$ cat src/hdl/asr_pkg.sv
/*
  Shared constants and types for the accumulator store, idle and software reset execution block.
  Assumes a core that already decoded the instruction word into an operation and its operands.
*/
package asr_pkg;
  localparam int DATA_W      = 8;
  localparam int PTR_W       = 16;
  localparam int FILE_ADDR_W = 7;
  localparam int BANK_W      = 6;
  localparam int OFS_W       = 6;
  localparam int STATUS_W    = 3;

  localparam logic [1:0] MODE_PRE_INC  = 2'h0;
  localparam logic [1:0] MODE_PRE_DEC  = 2'h1;
  localparam logic [1:0] MODE_POST_INC = 2'h2;
  localparam logic [1:0] MODE_POST_DEC = 2'h3;

  localparam logic [FILE_ADDR_W-1:0] WINDOW0_ADDR = 7'h00;
  localparam logic [FILE_ADDR_W-1:0] WINDOW1_ADDR = 7'h01;

  localparam logic [PTR_W-1:0] PTR_RESET        = 16'h0000;
  localparam logic [PTR_W-1:0] PTR_STEP_UP      = 16'h0001;
  localparam logic [PTR_W-1:0] PTR_STEP_DOWN    = 16'hffff;
  localparam logic             RESET_FLAG_RESET = 1'b1;

  typedef enum logic [2:0] {
    ASR_OP_IDLE,
    ASR_OP_STORE_DIRECT,
    ASR_OP_STORE_INDIRECT,
    ASR_OP_STORE_REL,
    ASR_OP_SW_RESET
  } asr_op_t;
endpackage : asr_pkg

$ cat src/hdl/asr_ptr_if.sv
/*
  Carrier between the execution top and the indirect pointer unit.
  Assumes both ends run on the same clock.
*/
`timescale 1ns/100ps
interface asr_ptr_if;
  import asr_pkg::*;
  logic                upd;
  logic                sel;
  logic                rel;
  logic [1:0]          mode;
  logic [OFS_W-1:0]    offset;
  logic                clear;
  logic                load;
  logic                load_sel;
  logic [PTR_W-1:0]    load_value;
  logic [PTR_W-1:0]    ea;
  logic [PTR_W-1:0]    ptr0;
  logic [PTR_W-1:0]    ptr1;

  modport exec (output upd, sel, rel, mode, offset, clear, load, load_sel, load_value,
                input ea, ptr0, ptr1);
  modport unit (input upd, sel, rel, mode, offset, clear, load, load_sel, load_value,
                output ea, ptr0, ptr1);
endinterface : asr_ptr_if

$ cat src/hdl/asr_exec.sv
/*
  Execution of the accumulator direct and indirect stores, the idle instruction and the
  software reset instruction. Assumes the core decodes the instruction word into op and
  operands, presents them for one cycle with op_valid, and performs the data memory write
  when mem_we pulses.
*/
`timescale 1ns/100ps
module asr_exec (
  input  wire logic                           clk,
  input  wire logic                           reset_n,
  input  wire logic                           op_valid,
  input  wire asr_pkg::asr_op_t               op,
  input  wire logic [asr_pkg::FILE_ADDR_W-1:0] file_addr,
  input  wire logic [asr_pkg::BANK_W-1:0]     bank,
  input  wire logic                           ptr_sel,
  input  wire logic [1:0]                     pointer_update_mode,
  input  wire logic [asr_pkg::OFS_W-1:0]      rel_offset,
  input  wire logic [asr_pkg::DATA_W-1:0]     acc,
  input  wire logic [asr_pkg::STATUS_W-1:0]   status_in,
  input  wire logic                           reset_flag_set,
  input  wire logic                           ptr_load,
  input  wire logic                           ptr_load_sel,
  input  wire logic [asr_pkg::PTR_W-1:0]      ptr_load_value,
  output logic                                mem_we,
  output logic [asr_pkg::PTR_W-1:0]           mem_addr,
  output logic [asr_pkg::DATA_W-1:0]          mem_wdata,
  output logic [asr_pkg::STATUS_W-1:0]        status_out,
  output logic                                software_reset_flag,
  output logic                                device_reset_req,
  output logic [asr_pkg::PTR_W-1:0]           indirect_pointer0,
  output logic [asr_pkg::PTR_W-1:0]           indirect_pointer1
);
  import asr_pkg::*;

  typedef struct packed {
    logic                we;
    logic [PTR_W-1:0]    addr;
    logic [DATA_W-1:0]   wdata;
    logic [STATUS_W-1:0] status;
    logic                rst_flag;
    logic                rst_req;
  } asr_exec_state_t;

  asr_exec_state_t st;
  asr_exec_state_t next_st;
  asr_ptr_if       pif ();

  function automatic logic is_window(input logic [FILE_ADDR_W-1:0] a);
    is_window = (a == WINDOW0_ADDR) || (a == WINDOW1_ADDR);
  endfunction : is_window

  wire logic go_direct   = op_valid && (op == ASR_OP_STORE_DIRECT);
  wire logic go_indirect = op_valid && (op == ASR_OP_STORE_INDIRECT);
  wire logic go_rel      = op_valid && (op == ASR_OP_STORE_REL);
  wire logic go_reset    = op_valid && (op == ASR_OP_SW_RESET);

  always_comb begin
    pif.upd        = go_indirect || go_rel;
    pif.rel        = go_rel;
    pif.mode       = pointer_update_mode;
    pif.offset     = rel_offset;
    pif.clear      = go_reset;
    pif.load       = ptr_load;
    pif.load_sel   = ptr_load_sel;
    pif.load_value = ptr_load_value;
    // A window address on a direct store borrows the matching pointer for the lookup.
    if (go_direct && is_window(file_addr)) begin
      pif.sel = (file_addr == WINDOW1_ADDR);
    end else begin
      pif.sel = ptr_sel;
    end
  end

  always_comb begin
    next_st = st;
    next_st.we      = 1'b0;
    next_st.rst_req = 1'b0;
    // Status only mirrors the core; nothing here, pointer steps included, may alter it.
    next_st.status  = status_in;
    if (op_valid) begin
      case (op)
        ASR_OP_STORE_DIRECT: begin
          next_st.we    = 1'b1;
          next_st.wdata = acc;
          if (is_window(file_addr)) begin
            next_st.addr = (file_addr == WINDOW1_ADDR) ? pif.ptr1 : pif.ptr0;
          end else begin
            next_st.addr = {{(PTR_W-BANK_W-FILE_ADDR_W){1'b0}}, bank, file_addr};
          end
        end
        ASR_OP_STORE_INDIRECT, ASR_OP_STORE_REL: begin
          next_st.we    = 1'b1;
          next_st.wdata = acc;
          next_st.addr  = pif.ea;
        end
        ASR_OP_SW_RESET: begin
          next_st.rst_req = 1'b1;
        end
        ASR_OP_IDLE: begin
          next_st.we = 1'b0;
        end
        default: begin
          next_st.we = 1'b0;
        end
      endcase
    end
    // A set request arriving with the software reset still wins.
    if (reset_flag_set) begin
      next_st.rst_flag = 1'b1;
    end else if (go_reset) begin
      next_st.rst_flag = 1'b0;
    end
  end

  // Only the reset flag leaves reset set, so software can tell that no software reset ran
  // since the last hardware reset.
  always_ff @(posedge clk) begin
    if (!reset_n) begin
      st <= '{we: 1'b0, addr: PTR_RESET, wdata: '0, status: '0,
              rst_flag: RESET_FLAG_RESET, rst_req: 1'b0};
    end else begin
      st <= next_st;
    end
  end

  asr_ptr_unit u_ptr (
    .clk     (clk),
    .reset_n (reset_n),
    .pif     (pif)
  );

  assign mem_we              = st.we;
  assign mem_addr            = st.addr;
  assign mem_wdata           = st.wdata;
  assign status_out          = st.status;
  assign software_reset_flag = st.rst_flag;
  assign device_reset_req    = st.rst_req;
  assign indirect_pointer0   = pif.ptr0;
  assign indirect_pointer1   = pif.ptr1;

  // Every outcome is registered, so each check looks one cycle after the request was taken; the two pulse checks look two cycles after.
  // A load beside a direct store or an idle is excluded where the check needs the pointers to hold.
  direct_store_a: assert property (@(posedge clk) disable iff (!reset_n)
    go_direct && !is_window(file_addr)
    |=> mem_we && mem_wdata == $past(acc) && mem_addr == {3'h0, $past(bank), $past(file_addr)})
    else $error("Direct store wrote wrong data or address.");

  window_redirect_a: assert property (@(posedge clk) disable iff (!reset_n)
    go_direct && file_addr == WINDOW1_ADDR |=> mem_we && mem_addr == $past(pif.ptr1))
    else $error("Window store not redirected to pointer.");

  window0_redirect_a: assert property (@(posedge clk) disable iff (!reset_n)
    go_direct && file_addr == WINDOW0_ADDR && !ptr_load
    |=> mem_we && mem_addr == $past(pif.ptr0) && $stable(pif.ptr0))
    else $error("Window store not redirected to pointer zero.");

  direct_flags_a: assert property (@(posedge clk) disable iff (!reset_n)
    go_direct |=> status_out == $past(status_in))
    else $error("Direct store changed status.");

  we_pulse_a: assert property (@(posedge clk) disable iff (!reset_n)
    go_direct ##1 !(go_direct || go_indirect || go_rel) |=> !mem_we)
    else $error("Store write pulse lasted more than one cycle.");

  ptr_load_a: assert property (@(posedge clk) disable iff (!reset_n)
    ptr_load && !op_valid && !ptr_load_sel |=> indirect_pointer0 == $past(ptr_load_value))
    else $error("Pointer zero did not take the loaded value.");

  pre_inc_a: assert property (@(posedge clk) disable iff (!reset_n)
    go_indirect && pointer_update_mode == MODE_PRE_INC && !ptr_sel
    |=> mem_addr == $past(pif.ptr0) + 16'h0001 && pif.ptr0 == mem_addr)
    else $error("Preincrement store used wrong address.");

  post_dec_a: assert property (@(posedge clk) disable iff (!reset_n)
    go_indirect && pointer_update_mode == MODE_POST_DEC && ptr_sel
    |=> mem_addr == $past(pif.ptr1) && pif.ptr1 == mem_addr - 16'h0001)
    else $error("Postdecrement store used wrong address.");

  pre_dec_a: assert property (@(posedge clk) disable iff (!reset_n)
    go_indirect && pointer_update_mode == MODE_PRE_DEC && ptr_sel
    |=> mem_addr == $past(pif.ptr1) - 16'h0001 && pif.ptr1 == mem_addr)
    else $error("Predecrement store used wrong address.");

  post_inc_a: assert property (@(posedge clk) disable iff (!reset_n)
    go_indirect && pointer_update_mode == MODE_POST_INC && !ptr_sel
    |=> mem_addr == $past(pif.ptr0) && pif.ptr0 == mem_addr + 16'h0001)
    else $error("Postincrement store used wrong address.");

  rel_addr_a: assert property (@(posedge clk) disable iff (!reset_n)
    go_rel |=> mem_we
    && mem_addr == ($past(ptr_sel) ? $past(pif.ptr1) : $past(pif.ptr0))
    + {{10{$past(rel_offset[5])}}, $past(rel_offset)})
    else $error("Relative store used wrong address.");

  status_keep_a: assert property (@(posedge clk) disable iff (!reset_n)
    go_indirect |=> status_out == $past(status_in))
    else $error("Indirect store changed status.");

  sw_reset_a: assert property (@(posedge clk) disable iff (!reset_n)
    go_reset && !reset_flag_set |=> device_reset_req && !software_reset_flag
    && pif.ptr0 == 16'h0000 && pif.ptr1 == 16'h0000)
    else $error("Software reset did not raise the request or clear the flag.");

  sw_reset_pulse_a: assert property (@(posedge clk) disable iff (!reset_n)
    go_reset ##1 !go_reset |=> !device_reset_req)
    else $error("Software reset request lasted more than one cycle.");

  flag_set_wins_a: assert property (@(posedge clk) disable iff (!reset_n)
    reset_flag_set |=> software_reset_flag)
    else $error("Reset flag set request was lost.");

  idle_quiet_a: assert property (@(posedge clk) disable iff (!reset_n)
    op_valid && op == ASR_OP_IDLE && !ptr_load |=> !mem_we && $stable(pif.ptr0)
    && $stable(pif.ptr1) && $stable(mem_addr) && $stable(mem_wdata)
    && ($stable(software_reset_flag) || $past(reset_flag_set)))
    else $error("Idle instruction changed state.");
endmodule : asr_exec

$ cat src/hdl/asr_ptr_unit.sv
/*
  The two 16-bit indirect pointers and their effective address arithmetic.
  Assumes upd and load are single-cycle requests from the execution top.
*/
`timescale 1ns/100ps
module asr_ptr_unit (
  input wire logic clk,
  input wire logic reset_n,
  asr_ptr_if.unit  pif
);
  import asr_pkg::*;

  typedef struct packed {
    logic [PTR_W-1:0] p0;
    logic [PTR_W-1:0] p1;
  } asr_ptr_state_t;

  asr_ptr_state_t   st;
  asr_ptr_state_t   next_st;
  logic [PTR_W-1:0] cur;
  logic [PTR_W-1:0] step;
  logic [PTR_W-1:0] moved;

  always_comb begin
    cur   = pif.sel ? st.p1 : st.p0;
    step  = pif.mode[0] ? PTR_STEP_DOWN : PTR_STEP_UP;
    // The 16-bit sum drops its carry, which is exactly the wrap at both ends.
    moved = cur + step;
    if (pif.rel) begin
      pif.ea = cur + {{(PTR_W-OFS_W){pif.offset[OFS_W-1]}}, pif.offset};
    end else if (pif.mode[1]) begin
      pif.ea = cur;
    end else begin
      pif.ea = moved;
    end
    next_st = st;
    if (pif.clear) begin
      next_st.p0 = PTR_RESET;
      next_st.p1 = PTR_RESET;
    end else if (pif.upd && !pif.rel) begin
      if (pif.sel) begin
        next_st.p1 = moved;
      end else begin
        next_st.p0 = moved;
      end
    // An indirect or relative store in the same cycle owns the pointers, so a load that collides with it is dropped; one beside a direct store is taken.
    end else if (pif.load && !pif.upd) begin
      if (pif.load_sel) begin
        next_st.p1 = pif.load_value;
      end else begin
        next_st.p0 = pif.load_value;
      end
    end
  end

  always_ff @(posedge clk) begin
    if (!reset_n) begin
      st <= '{p0: PTR_RESET, p1: PTR_RESET};
    end else begin
      st <= next_st;
    end
  end

  assign pif.ptr0 = st.p0;
  assign pif.ptr1 = st.p1;

  ptr_wrap_up_a: assert property (@(posedge clk) disable iff (!reset_n)
    pif.upd && !pif.rel && !pif.clear && !pif.sel && !pif.mode[0] && st.p0 == 16'hffff
    |=> st.p0 == 16'h0000)
    else $error("Pointer did not wrap from top to zero.");

  ptr_wrap_down_a: assert property (@(posedge clk) disable iff (!reset_n)
    pif.upd && !pif.rel && !pif.clear && pif.sel && pif.mode[0] && st.p1 == 16'h0000
    |=> st.p1 == 16'hffff)
    else $error("Pointer did not wrap from zero to top.");

  rel_ptr_hold_a: assert property (@(posedge clk) disable iff (!reset_n)
    pif.upd && pif.rel && !pif.clear |=> $stable(st))
    else $error("Relative store changed a pointer.");
endmodule : asr_ptr_unit

$ cat config.mk
export PLATFORM = sky130hd
export DESIGN_NAME = asr_exec
export DESIGN_NICKNAME = d
export VERILOG_FILES = /design/src/hdl/asr_pkg.sv /design/src/hdl/asr_ptr_if.sv /design/src/hdl/asr_exec.sv /design/src/hdl/asr_ptr_unit.sv
export SDC_FILE = /design/constraint.sdc
export NUM_CORES = 1
export LEC_CHECK = 0
export ABC_AREA = 1
export ABC_CLOCK_PERIOD_IN_PS = 3300
export BUFFER_PORTS_ARGS = -buffer_cell sky130_fd_sc_hd__buf_2
export CORE_UTILIZATION = 30
export DETAILED_ROUTE_END_ITERATION = 10
export HOLD_SLACK_MARGIN = 0.05
export SYNTH_ARGS = -nofsm -noshare
export SYNTH_HDL_FRONTEND = slang
export SYNTH_HIERARCHICAL = 1
export SYNTH_SLANG_ARGS = --single-unit
export TNS_END_PERCENT = 100
$ cat constraint.sdc
create_clock -name clk -period 3.3 [get_ports clk]
set_input_delay 0 -clock clk [delete_from_list [all_inputs] [get_ports clk]]
set_output_delay 0 -clock clk [all_outputs]
set_load 0.1 [all_outputs]
# Word level (Yosys, flattened, before mapping)

Index checks and enable logic that the tools add are counted.

Input bits: 58
Output and inout port bits: 62
Register bits after elaboration: 62

Reductions and logical operators: 23
Add/subtract/negate cells: 2
Mux-type cells: 16
Equality and inequality tests: 8
Bitwise gates (word level): 1

Operators by type and width:

| cell               | number |
|---|---|
| $mux 16            | 10 |
| $mux 32            | 2 |
| $pmux 24 s2        | 1 |
| $add 16x16->16     | 2 |
| $eq 7x1->1 const B | 1 |
| $logic_and 1x1->1  | 7 |
| $logic_not 7->1    | 1 |
| $eq 3x2->1 const B | 2 |
| $reduce_and 3->1   | 2 |
| $reduce_bool 2->1  | 3 |
| $reduce_or 2->1    | 3 |
| $ne 2x1->1 const B | 2 |
| $reduce_and 2->1   | 2 |
| $eq 3x1->1 const B | 1 |
| $eq 3x3->1 const B | 1 |
| $mux 1             | 3 |
| $reduce_or 3->1    | 1 |
| $logic_not 1->1    | 2 |
| $logic_or 1x1->1   | 2 |
| $ne 2x2->1 const B | 1 |
| $not 1->1          | 1 |

# Longest topological paths before layout

Gate-level depths: netlist of run 1.

Word-level depth: 9
Gate-level depth with buffers: 29

# Hierarchy

Netlist of run 1, hierarchy kept.

By module, submodules not included:

| module       | cells an instance | instances | sequential area each (um^2) | area each (um^2) |
|---|---|---|---|---|
| asr_ptr_unit | 612               | 1         | 640.6                       | 3,641.0 |
| asr_exec     | 304               | 1         | 600.6                       | 1,941.9 |

# Worst setup path before layout of run 1

No wires, ideal clock.

Path type: input -> register
Start: input file_addr[4] (netlist bit)
End: register st (netlist bit mem_addr[10])
Path slack: 0.102 ns
Data arrival time: 3.076 ns
Stages on the path: 22
Library setup time: 0.122 ns
Cell sequence: nor2_1 nand2_1 nor2_2 buf_2 nand3_1 o21ai_0 buf_6 buf_2 o21ai_0 fa_1 nand3_1 nand2_1 nand3_1 nand2_1 nand2_1 nand3b_1 a21oi_1 o21ai_0 nor3_1 nor2_1 nand2_1 a21oi_2

Longest elaborated chain between the ends: 9

RTL lines:

| element                                              | line                           | RTL |
|---|---|---|
| start, declared                                      | asr_exec.sv:13                 | `input wire logic [asr_pkg::FILE_ADDR_W-1:0] file_addr,` |
| $eq 7x1->1 / $logic_not 7->1 (equally long branches) | asr_exec.sv:49, asr_exec.sv:68 |  |
| $logic_or 1x1->1                                     | asr_exec.sv:49                 | `is_window = (a == WINDOW0_ADDR) \|\| (a == WINDOW1_ADDR);` |
| $logic_and 1x1->1                                    | asr_exec.sv:67                 | `if (go_direct && is_window(file_addr)) begin` |
| $mux 1 (*)                                           | asr_exec.sv:67                 |  |
| named net pif.sel                                    | asr_ptr_if.sv:9                | `logic sel;` |
| $mux 16 (*)                                          | asr_ptr_unit.sv:25             | `cur = pif.sel ? st.p1 : st.p0;` |
| $add 16x16->16                                       | asr_ptr_unit.sv:28             | `moved = cur + step;` |
| $mux 16                                              | asr_ptr_unit.sv:31             | `end else if (pif.mode[1]) begin` |
| $mux 16 (*)                                          | asr_ptr_unit.sv:29             | `if (pif.rel) begin` |
| named net pif.ea[10]                                 | asr_ptr_if.sv:17               | `logic [PTR_W-1:0] ea;` |
| $pmux 24 s2 (*)                                      | asr_exec.sv:81                 | `case (op)` |
| end signal, assigned                                 | asr_exec.sv:119                | `st <= '{we: 1'b0, addr: PTR_RESET, wdata: '0, status: '0,` |
| end signal, assigned                                 | asr_exec.sv:122                | `st <= next_st;` |
| end, declared                                        | asr_exec.sv:44                 | `asr_exec_state_t st;` |

The timed path passes the listed nets; every way through them passes the cells marked *. The select of a mux whose other input is x is not followed.
A chain may end at the register's enable or synchronous reset.

# Worst setup path after layout of run 1

Start: input file_addr[4] (netlist bit)
End: register st (netlist bit mem_addr[11])

The elaborated chain is that of the path after synthesis.

==> impl_metrics.csv, run 1 <==
group,metric,value,unit
status,status,"finished, violations left",
status,failed_checks,"design-rule violations",
cts,h-tree-depth,3,
logic_synthesis,synth_cell_types,44,
timing,rsz0062_at_grt,"no",
cts,clk_path_buf_depth,2,
detailed_routing,dr_total_vias,6295,
critical_path,worstSetupEndpointType,"register",
critical_path,cp.arrival,3.19,ns
detailed_routing,viasPerCell,4.79,
detailed_routing,wl_per_cell,14.8,um
power,ir_drop,0.271,mV
timing,fin_crit_sh,91.4,%
cts,cts.sinks,62,
power,switching_share,42.7,%
timing,maxSlewViolCount,0,
timing,skew,0.00445,ns
timing,period_needed,3.02,ns
die,rows,49,
logic_synthesis,syn-num-nets,1005,
power,power_density,443,mW/mm2
cts,postCtsSetupRepairBufs,0,
worst_hold_path,hold_path_class,"primary input to register",
cells_and_area,fillers,1979,
cts,cts_root_buf,"clkbuf_16",
cts,clk_latency,0.34,ns
detailed_routing,routed_wl,19.5,mm
power,power_frac_clock,31.1,%
timing,timing.hold.ws,0.0792,ns
logic_synthesis,synthArstFlopShare,0,%
cells_and_area,multiInputGateArea,0.00355,mm2
timing,hold_viol,0,
cells_and_area,post-route-util,39.4,%
cells_and_area,fin_nets,1168,
critical_path,worst-path-max-fanout,31,
global_routing,grt_max_degree,39,
critical_path,crit_path_frequent_cell,"nand2_1",
critical_path,critPathSlowestCell,"o21ai_0",
power,intPower,1.81,mW
timing,fin_tns_setup,0,ns
power,p_seq_share,27.0,%
logic_synthesis,syn_inst,916,
die,die_height,138,um
die,io_pins,120,
cells_and_area,antenna_cells,0,
timing,max_freq,0.332,GHz
cts,tritoncts,"built",
timing,slew_headroom,31.6,%
global_routing,grt_overflow,0,
power,power_leakage,3.81,nW
detailed_routing,ant_nets,0,
detailed_routing,dr.pass1.iters,8,
critical_path,crit_chain,"buf_2 -> nor2_1 -> nand2_1 -> nor2_2 -> nand3_1 -> nand2_1 -> o21ai_2 -> buf_12 -> o21ai_0 -> ha_1 -> nand2_1 -> inv_1 -> a21oi_1 -> nand2_2 -> nand2_1 -> nand3_1 -> nand2_1 -> nand2_1 -> nand3_1 -> nand2_1 -> nor3_1 -> nor2_1 -> nand2_1 -> a21oi_2",
critical_path,cp_slowest_stage_delay,0.50,ns
logic_synthesis,synth_top_flop_cell,"dfxtp_1",
die,start_util,30.9,%
logic_synthesis,yosysSeqAreaShare,22.2,%
critical_path,path_class,"primary input to register",
die,die_w,138,um
detailed_routing,drc,22,
global_routing,grt_pass1_vias,5829,
global_routing,track_usage,20.7,%
placed_design,dp_hpwl,15.0,mm
detailed_routing,drt_iter0_markers,543,
cts,clkTransAtPathRegs,0.05,ns
logic_synthesis,synth.avg_cell_area,6.09,um2
timing,setup_viol,0,
global_routing,grt_pass1_wl,30.9,mm
job,cap_violations,0,
cells_and_area,drive_gt1_share,22.2,%
critical_path,cp-start-kind,"primary input",
logic_synthesis,ys_warn_count,6,
critical_path,cp_data_required_time,3.48,ns
placed_design,place.port_buffers,119,
cells_and_area,seqCellArea,0.00124,mm2
timing,tightest_slew,1.02,ns
die,coreArea,0.0181,mm2
cts,cts_made_buffers,9,
logic_synthesis,syn-cell-area,0.00558,mm2
placed_design,gp_congestion,0.970,
die,dieArea,0.0192,mm2
global_routing,antenna_found_initial,0,
logic_synthesis,synth_edf_count,0,
logic_synthesis,synth_seq_cells,62,
power,p_switching,1.35,mW
cells_and_area,syn_to_final_growth,27.5,%
power,combPwrFrac,41.9,%
## sequential cells by signal, indices dropped and copies added, names as in the netlist
| name | flops |
|---|---|
| mem_wdata | 8 |
| software_reset_flag | 1 |
| mem_we | 1 |
| device_reset_req | 1 |
| u_ptr/pif.ptr0 | 16 |
| mem_addr | 16 |
| status_out | 3 |
| u_ptr/pif.ptr1 | 16 |
## logic make-up after synthesis
| kind of cell | after synthesis | synth area share (%) |
|---|---|---|
| adders and majority gates | 31 | 7.22 |
| AOI/OAI and AO/OA | 159 | 16.2 |
| and+or+nand+nor | 473 | 37.8 |
| DFF | 62 | 22.2 |
| buffers and inverters | 177 | 14.2 |
| xor gates and xnor gates | 14 | 2.33 |
## metal layers
metal / GRT usage [%] / part of all wire (%) / vias to the layer above / routed length (um)
li1: - / - / 3248 / -
met1: 28.8 / 47 / 2801 / 9210
met3: 4.68 / 7.8 / 30 / 1530
met4: 6.15 / 2.3 / 0 / 452
met5: 0 / 0 / - / 0
met2: 31.4 / 43 / 216 / 8290
## critical path: cells and delay by family
kind / cells / cell delay, ns
AND/OR/NAND/NOR: 16 / 1.67
adder cells (fa/ha/maj): 1 / 0.39
AO/OA/AOI/OAI: 4 / 0.78
buffers and inverters: 3 / 0.33
## final cells by class
class | instances | area share, %
inverter | 142 | 7.63
multi-input combinational | 677 | 49.9
clock buffer | 13 | 3.65
clock inverter | 3 | 0.597
sequential | 62 | 17.4
tap | 229 | 4.02
timing repair buffer | 187 | 16.8
## synth_stat cells, types with 8 or more instances
library cell	count	share of area (%)
nand2_1	238	16
inv_1	130	8.7
nor2_1	85	5.7
nand3_1	76	6.8
a21oi_1	64	5.7
dfxtp_1	62	22
o21ai_0	58	5.2
ha_1	29	6.5
nand2_2	19	2.1
nor3_1	19	1.7
buf_2	14	1.3
a21oi_2	12	1.9
xor2_1	11	1.7
nor2_2	10	1.1
inv_2	9	0.61
clkbuf_1	8	0.54
## power groups by stage
stage / clock network [mW] / logic, mW / registers (mW)
final: 0.980 / 1.32 / 0.852
after global routing: 1.03 / 1.43 / 0.859
after CTS: 0.995 / 1.31 / 0.852
after detailed placement: 0 / 1.28 / 0.868
after global placement: 0 / 1.28 / 0.869
after floorplan: 0 / 0.589 / 1.24
## stage by stage
step	power, mW	area, um2	cells	setup slack (ns)
floorplan	1.83	5580	916	0.102
global placement	2.15	6510	1266	-0.0174
detailed placement	2.15	6510	1266	-0.0166
CTS	3.16	7120	1313	0.313
global route	3.32	7120	1313	0.000667
finish	3.15	7120	1313	0.284
## path summary, 6_finish.rpt
path / from / end / slack, ns / cells after the start
setup reg to reg: u_ptr/pif.ptr0[6] / mem_addr[11] / 0.37 / 17
hold reg to reg: mem_wdata[2] / mem_wdata[2] / 0.46 / 2
hold / removal: ptr_load_value[6] / u_ptr/pif.ptr0[6] / 0.08 / 5
setup / recovery: file_addr[4] / mem_addr[11] / 0.28 / 24
## cell usage in the layout (no fill, tap or decap), drive strengths merged
cell,instances
o21ai,60
xor2,12
o21bai,5
a31oi,2
buf,156
nor3,19
dfxtp,62
or2,3
o211ai,6
clkinv,2
clkinvlp,1
nand4,3
dlygate4sd3,31
nand3b,7
inv,141
xnor2,2
o21a,2
clkbuf,13
a21o,5
and2,1
nand2,260
bufinv,1
fa,2
o2bb2ai,1
nor2,99
o22ai,2
nand3,80
a21oi,76
nor4,1
ha,29
## timing repair
item / CTS / global route
setup endpoints to repair: 0 / 1
resized for setup: 0 / 1
hold endpoints to repair: 39 / 0
hold buffers: 31 / 0
(Power assumes the default switching activity.)
==> inputs of run 2 (changes only) <==
--- a/config.mk
+++ b/config.mk
@@ -5,7 +5,6 @@
 export SDC_FILE = /design/constraint.sdc
 export NUM_CORES = 1
 export LEC_CHECK = 0
-export ABC_AREA = 1
 export ABC_CLOCK_PERIOD_IN_PS = 3300
 export BUFFER_PORTS_ARGS = -buffer_cell sky130_fd_sc_hd__buf_2
 export CORE_UTILIZATION = 30
==> run 2 against run 1 <==
The flow now finishes without violations. Final cell count down 15%. Die area down 9.0%. Global-route usage up 0.98 points. Utilization up 5.2 points. Register-to-register slack better by 0.15 ns. Clock power down 1%. Largest cell class unchanged. Highest routed layer unchanged.
==> impl_metrics.csv, run 2 <==
group,metric,value,unit
status,status,"finished clean",
global_routing,grt_max_degree,33,
placed_design,placed_area,0.00674,mm2
logic_synthesis,yosys.area.top_type_share,24.5,%
cts,cts_root_buf,"clkbuf_16",
power,power_leakage,3.28,nW
detailed_routing,dr.pass1.iters,5,
power,intPower,1.97,mW
cts,tritoncts,"built",
timing,period_needed,3.19,ns
logic_synthesis,synth_top_flop_cell,"dfxtp_1",
critical_path,cp_data_required_time,3.51,ns
placed_design,place.port_buffers,119,
timing,hold_viol,0,
critical_path,crit_chain,"buf_2 -> nand2b_1 -> or2_1 -> nor2_2 -> mux2_4 -> buf_4 -> mux2_4 -> ha_4 -> nand2_2 -> o211ai_1 -> a211oi_2 -> o21a_1 -> buf_4 -> buf_4 -> o21ai_0 -> a21oi_1",
die,die_height,132,um
logic_synthesis,synth_cell_types,69,
detailed_routing,drc,0,
die,rows,47,
placed_design,gp_congestion,0.916,
timing,maxSlewViolCount,0,
cts,h-tree-depth,3,
die,io_pins,120,
cells_and_area,final_cell_mix,"buf_2 (119), buf_4 (119), a21oi_1 (73), nand2_1 (62), dfxtp_1 (62)",
global_routing,track_usage,21.6,%
logic_synthesis,synth_common_cells,"a21oi_1 (77), nand2_1 (63), dfxtp_1 (62), nor2_1 (62), o21ai_0 (41)",
cts,clk_latency,0.33,ns
logic_synthesis,synth_seq_cells,62,
power,p_seq_share,25.8,%
timing,slew_headroom,14.9,%
critical_path,critPathSlowestCell,"o211ai_1",
critical_path,crit_path_frequent_cell,"buf_4",
detailed_routing,wl_per_cell,17.0,um
critical_path,worstSetupEndpointType,"register",
cts,clkTransAtPathRegs,0.05,ns
critical_path,path_class,"primary input to register",
die,coreArea,0.0165,mm2
cells_and_area,syn_to_final_growth,45.3,%
cells_and_area,antenna_cells,0,
die,die_w,132,um
logic_synthesis,syn-num-nets,744,
die,dieArea,0.0174,mm2
critical_path,worst-path-max-fanout,7,
timing,timing.hold.ws,0.0608,ns
power,combPwrFrac,44.7,%
logic_synthesis,synth_area_leaders,"dfxtp_1 (24%), a21oi_1 (7.6%), ha_1 (7.2%)",
global_routing,grt_pass1_vias,5585,
timing,setup_viol,0,
die,start_util,30.7,%
timing,max_freq,0.313,GHz
power,ir_drop,0.224,mV
timing,skew,0.00530,ns
detailed_routing,routed_wl,18.8,mm
logic_synthesis,yosys.cell_count.top_type,"a21oi_1",
logic_synthesis,synth.avg_cell_area,7.74,um2
logic_synthesis,syn-cell-area,0.00507,mm2
power,power_frac_clock,29.5,%
cts,cts.sinks,62,
worst_hold_path,hold_path_class,"primary input to register",
logic_synthesis,yosysSeqAreaShare,24.5,%
timing,fin_tns_setup,0,ns
detailed_routing,drt_iter0_markers,406,
cells_and_area,drive_gt1_share,35.8,%
logic_synthesis,synth_edf_count,0,
cts,cts_made_buffers,9,
global_routing,antenna_found_initial,0,
cells_and_area,fin_nets,975,
timing,rsz0062_at_grt,"yes",
logic_synthesis,synthArstFlopShare,0,%
logic_synthesis,ys_warn_count,6,
power,power_density,445,mW/mm2
cells_and_area,stdcell_count,1111,
placed_design,dp_hpwl,14.4,mm
timing,fin_crit_sh,96.7,%
logic_synthesis,syn_inst,655,
detailed_routing,viasPerCell,5.21,
critical_path,cp_slowest_stage_delay,0.44,ns
job,cap_violations,0,
critical_path,cp-start-kind,"primary input",
critical_path,cp.arrival,3.40,ns
power,p_switching,1.31,mW
placed_design,dp_slack,-0.281,ns
timing,setup_slack,0.110,ns
cells_and_area,post-route-util,44.6,%
global_routing,grt_pass1_wl,29.7,mm
power,power.total,3.28,mW
global_routing,grt_overflow,0,
cts,clk_path_buf_depth,2,
logic_synthesis,post-synth-top-area-cell,"dfxtp_1",
cells_and_area,final_cell_area,0.00737,mm2
detailed_routing,ant_nets,0,
timing,tightest_slew,1.28,ns
detailed_routing,dr_total_vias,5785,
power,switching_share,40.1,%
placed_design,place_inst,1068,
-- run 2: changes by cell type after synthesis, sizes merged, moves of 9 or more --
cell,delta
a211oi,+26
a21boi,+11
clkbuf,+16
inv,-128
mux2,+24
mux2i,+16
nand2,-197
nand2b,+9
nand3,-57
nor2,-37
o211ai,+9
o21ai,-13
xnor2,+12
-- run 2: layer usage --
metal  share of wire (%)  GRT usage (%)  wire (um)  vias to the layer above
li1                    -              -          -                     2873
met1                  45           28.8       8400                     2666
met2                  47           35.6       8780                      226
met3                 7.4           4.34       1400                       20
met4                 1.3           5.56        244                        0
met5                   0              0          0                        -
-- run 2: path summary, 6_finish.rpt --
check | start | to | slack, ns | cells past startpoint
setup / recovery | op[2] | u_ptr/pif.ptr1[14] | 0.11 | 16
hold / removal | file_addr[2] | mem_addr[2] | 0.06 | 4
setup reg to reg | u_ptr/pif.ptr1[0] | mem_addr[14] | 0.52 | 12
hold reg to reg | mem_wdata[2] | mem_wdata[2] | 0.45 | 2
-- run 2: cell type report --
| cell class | instances | area (um2) |
|---|---|---|
| fill | 1656 | 9160 |
| multi-input combinational | 537 | 3750 |
| timing repair buffer | 263 | 1750 |
| sequential | 62 | 1240 |
| tap | 220 | 275 |
| clock buffer | 13 | 260 |
| inverter | 13 | 48.8 |
| clock inverter | 3 | 42.5 |
-- run 2: worst max-delay path: cells and delay by family --
kind	cells	cell delay, ns
and+or+nand+nor	4	0.66
buffers and inverters	4	0.54
adders and majority gates	1	0.32
AOI/OAI and AO/OA	5	1.15
muxes	2	0.73
-- run 2: cells by family (layout without fill, tap and decap cells) --
group                      Yosys count  in the layout  synth area share, %
muxes                               40             40                 8.81
AOI/OAI and AO/OA                  227            227                 28.8
DFF                                 62             62                 24.5
xor gates and xnor gates            23             23                 4.12
adders and majority gates           31             31                 7.94
and+or+nand+nor                    216            216                 20.7
buffers and inverters               56            292                 5.20
-- run 2: repair_timing --
action                                  CTS  global route
setup buffers                             0             3
endpoints found under the setup margin    0             9
hold endpoints to repair                 28             0
hold buffers                             24             0
resized for setup                         0            14
-- run 2: power by group through the flow --
stage / sequential (mW) / clock, mW / combinational (mW)
5_1_grt: 0.855 / 1.02 / 1.56
4_1_cts: 0.846 / 0.986 / 1.44
3_5_place_dp: 0.861 / 0 / 1.41
6_report: 0.847 / 0.968 / 1.47
3_3_place_gp: 0.862 / 0 / 1.40
2_1_floorplan: 1.21 / 0 / 0.586
==> inputs of run 3 (changes only) <==
--- a/config.mk
+++ b/config.mk
@@ -12,6 +12,5 @@
 export HOLD_SLACK_MARGIN = 0.05
 export SYNTH_ARGS = -nofsm -noshare
 export SYNTH_HDL_FRONTEND = slang
-export SYNTH_HIERARCHICAL = 1
 export SYNTH_SLANG_ARGS = --single-unit
 export TNS_END_PERCENT = 100
==> run 3 against run 2 <==
Die area fell by 7.7%. Synthesized area fell by 7.8%. Utilization fell by 0.93 points. Critical path depth rose by 1. Combinational power fell by 18%. Clock power fell by 11%. Total power fell by 11%. Fmax barely moved. Routed wire length fell by 11%. Critical path type unchanged.
==> impl_metrics.csv, run 3 <==
group,metric,value,unit
status,status,"finished clean",
logic_synthesis,syn-cell-area,0.00468,mm2
timing,maxSlewViolCount,0,
logic_synthesis,synth_seq_cells,62,
logic_synthesis,synth_top_flop_cell,"dfxtp_1",
global_routing,grt_pass1_wl,25.8,mm
logic_synthesis,synthArstFlopShare,0,%
worst_hold_path,hp-start,"ptr_load_value[11]",
power,power_density,438,mW/mm2
power,combPwrFrac,41.5,%
placed_design,gp_congestion,0.919,
worst_hold_path,holdPathStages,3,
cts,cts_root_buf,"clkbuf_16",
placed_design,placed_area,0.00607,mm2
die,coreArea,0.0152,mm2
die,start_util,30.8,%
cts,cts.sinks,62,
critical_path,cp_slowest_stage_delay,0.38,ns
critical_path,cp-start-kind,"primary input",
die,die_w,127,um
detailed_routing,wl_per_cell,16.8,um
cells_and_area,stdcell_count,999,
cells_and_area,antenna_cells,0,
logic_synthesis,yosysSeqAreaShare,26.5,%
cells_and_area,fillers,1556,
placed_design,dp_hpwl,13.0,mm
cts,clkTransAtPathRegs,0.06,ns
die,dieArea,0.0161,mm2
worst_hold_path,hold_end,"u_ptr.pif.ptr1[11]",
cells_and_area,seqCellArea,0.00124,mm2
placed_design,dp_slack,-0.317,ns
cells_and_area,fin_nets,897,
detailed_routing,dr.pass1.iters,5,
power,ir_drop,0.248,mV
logic_synthesis,syn-num-nets,688,
timing,max_freq,0.313,GHz
timing,skew,0.00803,ns
logic_synthesis,synth_edf_count,0,
timing,period_needed,3.19,ns
worst_hold_path,hold_path_class,"primary input to register",
global_routing,grt_overflow,0,
cells_and_area,final_cell_mix,"buf_2 (119), buf_4 (94), nor2_1 (69), dfxtp_1 (60), nand2_1 (59)",
cells_and_area,post-route-util,43.7,%
detailed_routing,drc,0,
global_routing,grt_pass1_vias,4835,
critical_path,cp_data_required_time,3.55,ns
timing,fin_crit_sh,96.7,%
timing,slew_headroom,40.3,%
power,switching_share,39.9,%
critical_path,reg2reg_slack,0.48,ns
critical_path,rr_endpoint,"mem_addr[15]",
placed_design,place_inst,960,
logic_synthesis,ys_warn_count,0,
critical_path,r2r_start,"u_ptr.pif.ptr1[1]",
cts,clk_path_buf_depth,2,
critical_path,r2r_cells,13,
logic_synthesis,synth.avg_cell_area,7.83,um2
cts,clk_latency,0.34,ns
timing,hold_viol,0,
critical_path,path_class,"primary input to register",
cts,cts_made_buffers,9,
job,cap_violations,0,
logic_synthesis,synth_area_leaders,"dfxtp_1 (27%), ha_1 (8.3%), mux2i_1 (6.8%)",
timing,tightest_slew,0.896,ns
critical_path,worst-path-max-fanout,5,
logic_synthesis,yosys.cell_count.top_type,"nor2_1",
cts,h-tree-depth,3,
timing,rsz0062_at_grt,"yes",
detailed_routing,drt_iter0_markers,299,
placed_design,place.port_buffers,119,
critical_path,critPathSlowestCell,"mux2_2",
detailed_routing,dr_total_vias,5190,
power,p_switching,1.16,mW
timing,setup_viol,0,
logic_synthesis,post-synth-top-area-cell,"dfxtp_1",
cells_and_area,final_cell_area,0.00664,mm2
timing,fin_tns_setup,0,ns
cells_and_area,multiInputGateArea,0.00334,mm2
die,rows,45,
logic_synthesis,syn_inst,597,
die,io_pins,120,
logic_synthesis,synth_cell_types,59,
critical_path,cp.arrival,3.44,ns
die,die_height,127,um
cells_and_area,mostFrequentLayoutCell,"buf_2",
global_routing,track_usage,21.0,%
detailed_routing,routed_wl,16.8,mm
timing,setup_slack,0.107,ns
global_routing,antenna_found_initial,0,
power,intPower,1.75,mW
detailed_routing,viasPerCell,5.20,
global_routing,grt_max_degree,25,
critical_path,crit_chain,"buf_2 -> nor4_4 -> nand3_4 -> mux2i_4 -> buf_6 -> clkbuf_4 -> buf_4 -> mux2_2 -> ha_1 -> and3_1 -> and3_1 -> a31oi_1 -> a21oi_1 -> a221oi_1 -> buf_4 -> xnor2_1 -> a221oi_2",
cells_and_area,drive_gt1_share,34.3,%
critical_path,worstSetupEndpointType,"register",
cts,tritoncts,"built",
logic_synthesis,synth_common_cells,"nor2_1 (70), dfxtp_1 (62), nand2_1 (59), a21oi_1 (49), o21ai_0 (47)",
power,power_frac_clock,29.7,%
detailed_routing,ant_nets,0,
power,power_leakage,3.05,nW
cells_and_area,syn_to_final_growth,41.9,%
power,p_seq_share,28.8,%
logic_synthesis,yosys.area.top_type_share,26.5,%
==> run 3: changes by cell type after synthesis, sizes merged, moves of 4 or more <==
cell	delta
mux2i	+18
a21boi	-9
a21oi	-29
o211ai	-4
nor2	+8
nand3	-6
o21a	-4
buf	-11
nor4b	-5
nand4	-5
nand2	-4
nor3	-5
mux2	-10
==> run 3: cell families after synthesis <==
kind of cell / count (synthesis) / share of synthesized area, %
fa+ha+maj: 33 / 9.15
xor+xnor: 26 / 4.87
flops: 62 / 26.5
simple gates: 197 / 19.6
buf+inv: 48 / 4.20
compound gates: 183 / 24.6
mux: 48 / 11.0
==> run 3: how the worst max path moves through the flow <==
stage	from	endpoint	slack (ns)	cells past startpoint
after floorplan	op[0]	mem_addr[14]	0.02	19
after global placement	file_addr[1]	mem_addr[11]	-0.22	16
after detailed placement	file_addr[1]	u_ptr.pif.ptr0[15]	-0.32	16
after CTS	file_addr[1]	mem_addr[15]	0.06	16
after global routing	file_addr[4]	u_ptr.pif.ptr1[5]	-0.08	19
final	file_addr[4]	mem_addr[15]	0.11	17
==> run 3: what timing repair did <==
item / CTS / global route
gates resized for setup: 0 / 24
endpoints found under the hold margin: 18 / 0
hold buffers: 16 / 0
endpoints found under the setup margin: 0 / 24
setup buffers: 0 / 7
==> run 3: routing by layer <==
| metal | track usage, % | share of wire [%] |
|---|---|---|
| met4 | 9.24 | 3.1 |
| met1 | 26.9 | 46 |
| met3 | 4.01 | 5.5 |
| met2 | 34.2 | 46 |
| met5 | 0 | 0 |
==> run 3: worst max-delay path, delay by kind of cell <==
kind                     cells  cell delay (ns)
AND/OR/NAND/NOR              4             0.92
AO/OA/AOI/OAI                4             0.81
buffers and inverters        5             0.69
multiplexers                 2             0.60
adder cells (fa/ha/maj)      1             0.32
XOR/XNOR                     1             0.09
==> run 3: cell type report <==
class / instances / share of cell area (%)
multi-input cells: 487 / 50.3
repair buffers: 232 / 22.6
flip-flops and latches: 62 / 18.7
clock buffers: 12 / 3.71
well taps: 188 / 3.54
inverters: 14 / 0.792
clock inverters: 4 / 0.339
==> run 3: power by group through the flow <==
| stage | logic [mW] | clock network (mW) | registers [mW] |
|---|---|---|---|
| finish | 1.21 | 0.863 | 0.839 |
| CTS | 1.18 | 0.874 | 0.838 |
| floorplan | 0.450 | 0 | 1.17 |
| global placement | 1.16 | 0 | 0.854 |
| global route | 1.29 | 0.908 | 0.844 |
| detailed placement | 1.16 | 0 | 0.854 |
==> run 3: per-stage QoR <==
stage | total power [mW] | hold WS (ns)
5_1_grt | 3.04 | 0.0509
2_1_floorplan | 1.62 | 0.0986
6_report | 2.91 | 0.0248
3_3_place_gp | 2.01 | 0.187
4_1_cts | 2.89 | 0.0513
3_5_place_dp | 2.01 | 0.188
